<file path="src/logic/interval_timer_consts.svh">
// Constants of the interval timer host interface
`ifndef INTERVAL_TIMER_CONSTS_SVH
`define INTERVAL_TIMER_CONSTS_SVH
`define PORT_CONFIG 2'h3
`define CFG_SEL_MSB 7
`define CFG_SEL_LSB 6
`define CFG_RW_MSB 5
`define CFG_RW_LSB 4
`define CFG_MODE_MSB 3
`define CFG_MODE_LSB 1
`define CFG_BCD_BIT 0
`define RW_LATCH 2'h0
`define RW_LOW 2'h1
`define RW_HIGH 2'h2
`define RW_BOTH 2'h3
`define SEL_READBACK 2'h3
`define CFG_RESET 8'h00
`define COUNT_RESET 16'h0000
`endif

</file>
<file path="src/logic/interval_timer_pkg.sv">
// Types of the interval timer host interface
package interval_timer_pkg;
  typedef enum logic [1:0] {PHASE_LOW, PHASE_HIGH} byte_phase_t;
  typedef struct packed {
    logic [7:0] config_word;
    logic [15:0] initial_count_holding;
    logic [15:0] count;
    logic [15:0] count_snapshot_latch;
    logic held;
    logic pending_load;
    logic load_strobe;
    logic out;
    logic armed;
    byte_phase_t wr_phase;
    byte_phase_t rd_phase;
    logic [7:0] status_latch;
    logic status_held;
    logic prev_clk;
    logic prev_gate;
    logic gate_edge;
  } channel_state_t;
endpackage

</file>
<file path="src/logic/timer_channel.sv">
// One counting channel with snapshot and status latches
`timescale 1ns/1ps
`default_nettype none
`include "interval_timer_consts.svh"
module timer_channel (
  input wire logic clk,
  input wire logic reset,
  input wire logic cfg_we,
  input wire logic [7:0] cfg_data,
  input wire logic latch_cmd,
  input wire logic status_cmd,
  input wire logic count_we,
  input wire logic count_re,
  input wire logic [7:0] wdata,
  input wire logic tick_clk,
  input wire logic gate,
  output logic out,
  output logic [7:0] rdata
);
  interval_timer_pkg::channel_state_t s;
  interval_timer_pkg::channel_state_t next_s;
  logic [1:0] rw;
  logic [2:0] mode;
  logic tick;
  logic [15:0] dec;
  logic [15:0] reload;
  logic count_done;
  logic [3:0] d0;
  logic [3:0] d1;
  logic [3:0] d2;
  logic [3:0] d3;

  assign rw = s.config_word[`CFG_RW_MSB:`CFG_RW_LSB];
  assign mode = s.config_word[`CFG_MODE_MSB:`CFG_MODE_LSB];
  assign tick = tick_clk && !s.prev_clk;

  // ****************
  // Down counter step
  // ****************
  always_comb begin
    d0 = s.count[3:0];
    d1 = s.count[7:4];
    d2 = s.count[11:8];
    d3 = s.count[15:12];
    if (s.config_word[`CFG_BCD_BIT]) begin
      if (d0 != 4'h0) begin
        d0 = d0 - 4'h1;
      end else begin
        d0 = 4'h9;
        if (d1 != 4'h0) begin
          d1 = d1 - 4'h1;
        end else begin
          d1 = 4'h9;
          if (d2 != 4'h0) begin
            d2 = d2 - 4'h1;
          end else begin
            d2 = 4'h9;
            d3 = (d3 != 4'h0) ? d3 - 4'h1 : 4'h9;
          end
        end
      end
      dec = {d3, d2, d1, d0};
    end else begin
      dec = s.count - 16'h0001;
    end
  end

  assign reload = s.initial_count_holding;
  // A write that completes a new count; its load request must survive a same-cycle load
  assign count_done = count_we && (rw != `RW_BOTH || s.wr_phase == interval_timer_pkg::PHASE_HIGH);

  always_comb begin
    next_s = s;
    next_s.prev_clk = tick_clk;
    next_s.prev_gate = gate;
    if (gate && !s.prev_gate) begin
      next_s.gate_edge = 1'b1;
    end
    // Configuration word
    if (cfg_we) begin
      next_s.config_word = cfg_data;
      next_s.out = (cfg_data[`CFG_MODE_MSB:`CFG_MODE_LSB] == 3'h0) ? 1'b0 : 1'b1;
      next_s.held = 1'b0;
      next_s.status_held = 1'b0;
      next_s.pending_load = 1'b1;
      next_s.armed = 1'b0;
      next_s.wr_phase = interval_timer_pkg::PHASE_LOW;
      next_s.rd_phase = interval_timer_pkg::PHASE_LOW;
      next_s.initial_count_holding = `COUNT_RESET;
      next_s.load_strobe = 1'b0;
    end
    // Initial count bytes
    if (count_we) begin
      unique case (rw)
        `RW_LOW: begin
          next_s.initial_count_holding = {8'h00, wdata};
          next_s.load_strobe = 1'b1;
        end
        `RW_HIGH: begin
          next_s.initial_count_holding = {wdata, 8'h00};
          next_s.load_strobe = 1'b1;
        end
        default: begin
          if (s.wr_phase == interval_timer_pkg::PHASE_LOW) begin
            next_s.initial_count_holding[7:0] = wdata;
            next_s.load_strobe = 1'b0;
            next_s.wr_phase = interval_timer_pkg::PHASE_HIGH;
            if (mode == 3'h0) begin
              next_s.out = 1'b0;
            end
          end else begin
            next_s.initial_count_holding[15:8] = wdata;
            next_s.wr_phase = interval_timer_pkg::PHASE_LOW;
            next_s.load_strobe = 1'b1;
          end
        end
      endcase
      next_s.pending_load = 1'b1;
      if (mode == 3'h0) begin
        next_s.out = 1'b0;
      end
    end
    // Counting element
    if (tick) begin
      next_s.gate_edge = gate && !s.prev_gate;
      if (s.load_strobe && !(mode == 3'h1 || mode == 3'h5)) begin
        next_s.count = reload;
        if (!count_done) begin
          next_s.load_strobe = 1'b0;
        end
        if (!count_we) begin
          next_s.pending_load = 1'b0;
        end
        next_s.armed = 1'b1;
        if (mode[1:0] == 2'h1) begin
          next_s.out = 1'b1;
        end
      end else if ((mode == 3'h1 || mode == 3'h5) && s.gate_edge &&
                   s.pending_load == 1'b0 || (mode == 3'h1 || mode == 3'h5) &&
                   s.gate_edge && s.load_strobe) begin
        next_s.count = reload;
        if (!count_done) begin
          next_s.load_strobe = 1'b0;
        end
        if (!count_we) begin
          next_s.pending_load = 1'b0;
        end
        next_s.armed = 1'b1;
        next_s.out = (mode == 3'h1) ? 1'b0 : 1'b1;
      end else if (gate || mode == 3'h1 || mode == 3'h5) begin
        next_s.count = dec;
        unique case (mode)
          3'h0, 3'h1: begin
            if (s.count == 16'h0001 && s.armed) begin
              next_s.out = 1'b1;
              next_s.armed = 1'b0;
            end
          end
          3'h4, 3'h5: begin
            next_s.out = !(s.count == 16'h0001 && s.armed);
            if (s.count == 16'h0001) begin
              next_s.armed = 1'b0;
            end
          end
          3'h2, 3'h6: begin
            next_s.out = (s.count != 16'h0002);
            if (s.count == 16'h0001) begin
              next_s.count = reload;
            end
          end
          default: begin
            if (s.count <= 16'h0002) begin
              next_s.out = !s.out;
              next_s.count = reload;
            end
          end
        endcase
      end
    end
    // Snapshot latch and status latch
    if (!s.held) begin
      next_s.count_snapshot_latch = next_s.count;
    end
    if (latch_cmd && !s.held) begin
      next_s.held = 1'b1;
      next_s.count_snapshot_latch = s.count;
    end
    if (status_cmd && !s.status_held) begin
      next_s.status_latch = {s.out, s.pending_load, s.config_word[5:0]};
      next_s.status_held = 1'b1;
    end
    if (count_re) begin
      if (s.status_held) begin
        next_s.status_held = 1'b0;
      end else if (rw == `RW_BOTH && s.rd_phase == interval_timer_pkg::PHASE_LOW) begin
        next_s.rd_phase = interval_timer_pkg::PHASE_HIGH;
      end else begin
        next_s.rd_phase = interval_timer_pkg::PHASE_LOW;
        next_s.held = 1'b0;
      end
    end
  end

  // One byte, the status latch or a snapshot byte, drives the read path at a time
  always_comb begin
    if (s.status_held) begin
      rdata = s.status_latch;
    end else if (rw == `RW_HIGH ||
                 (rw == `RW_BOTH && s.rd_phase == interval_timer_pkg::PHASE_HIGH)) begin
      rdata = s.count_snapshot_latch[15:8];
    end else begin
      rdata = s.count_snapshot_latch[7:0];
    end
  end

  assign out = s.out;

  always_ff @(posedge clk) begin
    if (reset) begin
      s <= '0;
    end else begin
      s <= next_s;
    end
  end
endmodule
`default_nettype wire

</file>
<file path="src/logic/interval_timer_host_interface.sv">
// Host interface of the three channel interval timer
`timescale 1ns/1ps
`default_nettype none
`include "interval_timer_consts.svh"
module interval_timer_host_interface #(
  parameter int CHANNELS = 3
) (
  input wire logic CLK,
  input wire logic RESET,
  input wire logic CS_N,
  input wire logic RD_N,
  input wire logic WR_N,
  input wire logic [1:0] PORT_SELECT,
  input wire logic [7:0] DATA_IN,
  output logic [7:0] DATA_OUT,
  output logic DATA_OE,
  input wire logic [CHANNELS-1:0] TICK_CLK,
  input wire logic [CHANNELS-1:0] GATE,
  output logic [CHANNELS-1:0] OUT
);
  generate
    if (CHANNELS != 3) begin : g_bad_channels
      $error("Three channels only");
    end
  endgenerate

  typedef struct packed {
    logic prev_rd;
    logic prev_wr;
    logic [1:0] rd_port;
    logic [7:0] data_out;
  } host_state_t;

  host_state_t h;
  host_state_t next_h;
  logic rd_start;
  logic wr_start;
  logic rd_active;
  logic rd_end;
  logic [1:0] sel;
  logic [1:0] rw;
  logic [7:0] rdata [CHANNELS];

  // ****************
  // Strobe qualify
  // ****************
  assign rd_active = !CS_N && !RD_N;
  assign rd_start = rd_active && h.prev_rd;
  // Read ends when strobe or select drops, even if both drop together
  assign rd_end = !rd_active && !h.prev_rd;
  assign wr_start = !CS_N && !WR_N && h.prev_wr;
  assign sel = DATA_IN[`CFG_SEL_MSB:`CFG_SEL_LSB];
  assign rw = DATA_IN[`CFG_RW_MSB:`CFG_RW_LSB];

  // ****************
  // Channels
  // ****************
  generate
    for (genvar i = 0; i < CHANNELS; i++) begin : g_ch
      logic is_cfg;
      logic is_port;
      logic is_rb;
      assign is_port = (PORT_SELECT == 2'(i));
      assign is_cfg = wr_start && PORT_SELECT == `PORT_CONFIG && sel == 2'(i);
      assign is_rb = wr_start && PORT_SELECT == `PORT_CONFIG && sel == `SEL_READBACK
                     && DATA_IN[i+1];
      timer_channel u_ch (
        .clk(CLK),
        .reset(RESET),
        .cfg_we(is_cfg && rw != `RW_LATCH),
        .cfg_data(DATA_IN),
        .latch_cmd((is_cfg && rw == `RW_LATCH) || (is_rb && !DATA_IN[5])),
        .status_cmd(is_rb && !DATA_IN[4]),
        .count_we(wr_start && is_port),
        .count_re(rd_end && h.rd_port == 2'(i)),
        .wdata(DATA_IN),
        .tick_clk(TICK_CLK[i]),
        .gate(GATE[i]),
        .out(OUT[i]),
        .rdata(rdata[i])
      );
    end
  endgenerate

  // ****************
  // Data bus buffer
  // ****************
  always_comb begin
    next_h = h;
    next_h.prev_rd = !rd_active;
    next_h.prev_wr = CS_N || WR_N;
    if (rd_start) begin
      next_h.rd_port = PORT_SELECT;
      // Configuration port is write-only and reads as zero
      next_h.data_out = (PORT_SELECT == `PORT_CONFIG) ? 8'h00 : rdata[PORT_SELECT];
    end
  end

  assign DATA_OUT = h.data_out;
  assign DATA_OE = rd_active;

  always_ff @(posedge CLK) begin
    if (RESET) begin
      h <= '{prev_rd: 1'b1, prev_wr: 1'b1, rd_port: 2'h0, data_out: 8'h00};
    end else begin
      h <= next_h;
    end
  end
endmodule
`default_nettype wire

</file>
<file path="config.mk">
export PLATFORM = sky130hd
export DESIGN_NAME = interval_timer_host_interface
export DESIGN_NICKNAME = d
export VERILOG_FILES = /design/src/logic/interval_timer_pkg.sv /design/src/logic/timer_channel.sv /design/src/logic/interval_timer_host_interface.sv
export VERILOG_INCLUDE_DIRS = /design/src /design/src/logic
export SDC_FILE = /design/constraint.sdc
export NUM_CORES = 1
export LEC_CHECK = 0
export BUFFER_PORTS_ARGS = -buffer_cell sky130_fd_sc_hd__buf_2
export CAP_MARGIN = 25
export CORE_ASPECT_RATIO = 1.2
export CORE_MARGIN = 3
export CORE_UTILIZATION = 39
export CTS_CLUSTER_SIZE = 40
export DETAILED_ROUTE_END_ITERATION = 10
export RECOVER_POWER = 50
export SETUP_SLACK_MARGIN = 0.05
export SLEW_MARGIN = 5
export SYNTH_ARGS = -nofsm -noshare
export SYNTH_HDL_FRONTEND = slang
export SYNTH_SLANG_ARGS = --single-unit
</file>
<file path="constraint.sdc">
create_clock -name CLK -period 2.9 [get_ports CLK]
set_input_delay 0.58 -clock CLK [delete_from_list [all_inputs] [get_ports CLK]]
set_output_delay 0.58 -clock CLK [all_outputs]
set_load 0.02 [all_outputs]
</file>
==> impl_metrics.tcl <==
set metrics [dict create \
    status "completed" \
    finalHoldViolations 0 \
    synth_top_area_share_pct 34.9 \
    firstDrtPassIters 6 \
    postCtsSetupRepairBufs 0 \
    htreeDepth 1 \
    clockBufferDepth 3 \
    drive_above_1_share_pct 13.3 \
    cts.clk_slew.worst_paths_ns 0.06 \
    num_io_pins 33 \
    root_buffer "clkbuf_16" \
    grt_util_all_layers_pct 26.7 \
    core_um2 34200 \
    antenna_cells 0 \
    syn-cell-area_um2 13600 \
    syn-mean-instance-area_um2 7.90 \
    gr-usage-met1_pct 34.4 \
    min_period_ns 2.70 \
    dpl.hpwl_mm 37.5 \
    muxShareOfSynthArea_pct 3.22 \
    port_buffers 32 \
    clock_latency_ns 0.57 \
    cts_tree "yes" \
    path_common_cell "nor3b_1" \
    grt.overflow.total 0 \
    startpoint_type "flop" \
    synth_fp_nets 1761 \
    worst_slack_ns 0.197 \
    crit_path_end_kind "flop" \
    synth_compound_area_share_pct 28.0 \
    slew_headroom_pct 5.44 \
    power.leakage_uw 0.00552 \
    synth-seq-cells 237 \
    via_count 13800 \
    ys_top_cells_by_area "dfxtp_1 (35%), nor2_1 (5.8%), a21oi_1 (4.5%), nand2_1 (3.8%), clkbuf_1 (3.3%)" \
    die_area_um2 37100 \
    die_x_um 176 \
    cts_buffers 27 \
    critPathKind "flop to flop" \
    p_per_area_nw_per_um2 556 \
    hold_path.class "input port to flop" \
    synth_cells 1719 \
    synth_xor_area_share_pct 0.258 \
    placementRows 74 \
    finalMaxSlewViolations 0 \
    seq_area_frac_synth_pct 34.9 \
    max-cap-violations 0 \
    ant_nets 0 \
    antenna_found_initial 0 \
    met2_usage_pct 44.9 \
    initial_core_util_pct 39.7 \
    setup_viol 0 \
    cp_top_family "simple AND/OR/NAND/NOR gates" \
    synth.largest_area_cell "dfxtp_1" \
    vias_per_cell 6.19 \
    cp_num_buf_inv 1 \
    crit_fanout 9 \
    grt_pass1_wl_mm 78.4 \
    crit_required_ns 3.31 \
    drt_iter0_drc 1499 \
    ir_drop_mv 0.406 \
    cts_sinks 237 \
    max_slew.worst_pin.slew_ns 1.42 \
    crit_slowest_cell "or3b_2" \
    clock_skew_ns 0.0220 \
    max_stage_delay_ns 0.56 \
    async_flop_share_pct 0 \
    synthSimpleGateAreaFrac_pct 26.0 \
    hold_buffers 0 \
    synth.distinct_cells 93 \
    die_h_um 210 \
    routed_wl_mm 50.7 \
    rsz0062_at_grt "no" \
    synth_edf_count 0 \
    synthToLayoutAreaGrowth_pct 14.0 \
    grt_pass1_vias 13100 \
    yosysWarnings 0 \
    dp_worst_setup_slack_ns 0.0625 \
    fin_crit_sh_pct 93.2 \
    crit_arrival_ns 3.12 \
    tns_ns 0 \
    grt_max_degree 95 \
    grt_util_met3_pct 3.50 \
    nNetsFinal 1801 \
    ys.flop_type "dfxtp_1" \
    busiest_layer "met2" \
    routedWlPerCell_um 22.7 \
    gp_congestion 0.997 \
    max_freq_ghz 0.370 \
    worstPathCellList "nor3b_1, nand3_1, or3b_2, nor3b_1, clkbuf_1, mux2i_1, nor2_1" \
    synthAdderAreaFrac_pct 1.94 \
    drc 0 \
    synth_top_family_by_area "compound AO/OA/AOI/OAI gates" \
]
## per-layer routing
metal | share of wire (%) | wire length (um)
met1 | 42 | 21100
met3 | 6.5 | 3300
met5 | 0 | 0
met2 | 47 | 24000
met4 | 4.4 | 2250
## final cells by class
| class | instances | area (um^2) |
|---|---|---|
| inverter | 36 | 135 |
| timing repair buffer | 157 | 1070 |
| clock inverter | 11 | 128 |
| multi-input combinational | 1300 | 8090 |
| tap | 456 | 571 |
| clock buffer | 36 | 749 |
| sequential | 237 | 4740 |
| fill | 3462 | 18700 |
## worst reg2reg max path: cells and delay by family, from the launching register on
kind | cells | cell delay [ns]
flops | 1 | 0.32
buf+inv | 1 | 0.54
mux | 1 | 0.28
simple gates | 5 | 1.41
## flip-flops by register name, summed over array words and instances, names as in the netlist
signal,cells
h,4
g_ch.u_ch.s,159
g_ch.u_ch.mode,9
g_ch.u_ch.out,3
DATA_OUT,8
g_ch.u_ch.reload,48
g_ch.u_ch.rw,6
## cells by family after synthesis
logic type,Yosys count
buffers and inverters,182
xor gates and xnor gates,4
adders and majority gates,21
AOI/OAI and AO/OA,544
DFF,237
and+or+nand+nor,691
muxes,40
## per-stage QoR
step,total power (uW),hold slack (ns),utilization [%],cells,area [um^2]
global placement,5170,0.442,43.0,2186,14700
detailed placement,5170,0.458,43.0,2186,14700
finish,8610,0.223,45.3,2233,15500
global route,8940,0.226,45.3,2233,15500
CTS,8640,0.227,45.5,2233,15600
floorplan,4590,0.431,-,1719,13600
## path summary, 6_finish.rpt
kind,start,endpoint,slack (ns),depth (start not counted)
worst max-delay path,h[10]$_SDFF_PP1_,g_ch[2].u_ch.s[7]$_SDFFE_PP0P_,0.20,7
worst min-delay path,WR_N,h[10]$_SDFF_PP1_,0.22,2
worst max register to register,h[10]$_SDFF_PP1_,g_ch[2].u_ch.s[7]$_SDFFE_PP0P_,0.20,7
worst min register to register,g_ch[2].u_ch.s[15]$_SDFF_PP0_,g_ch[2].u_ch.s[15]$_SDFF_PP0_,0.47,2
## power by group
part | switching (uW) | leakage (uW) | internal (uW) | total, uW
clock network | 1480 | 0.000427 | 2000 | 3480
logic | 996 | 0.00317 | 622 | 1620
registers | 122 | 0.00193 | 3390 | 3510
## Yosys cell counts (35+ instances only)
master and n:
o21a_1 35, clkbuf_1 121, nor3_1 62, dfxtp_1 237, inv_1 36, nand3_1 36
o21ai_0 85, nand2b_1 46, a21oi_1 123, nand2_1 136, a22oi_1 52, nor2_1 208
## timing repair
action,4_1_cts,5_1_grt
endpoints found under the hold margin,0,0
setup endpoints to repair,1,2
gates resized for setup,1,2
## placed cells by master (no fill, tap or decap), drive strengths merged, types with 32 or more instances in the layout
| cell | instances |
|---|---|
| mux2i | 32 |
| dfxtp | 237 |
| a22oi | 52 |
| nand3 | 36 |
| inv | 39 |
| nor2 | 209 |
| nand2b | 46 |
| o21ai | 87 |
| a21oi | 125 |
| o21a | 35 |
| clkbuf | 58 |
| nand2 | 137 |
| buf | 135 |
| nor3 | 62 |
No activity file was read; power rests on OpenSTA's default activity.
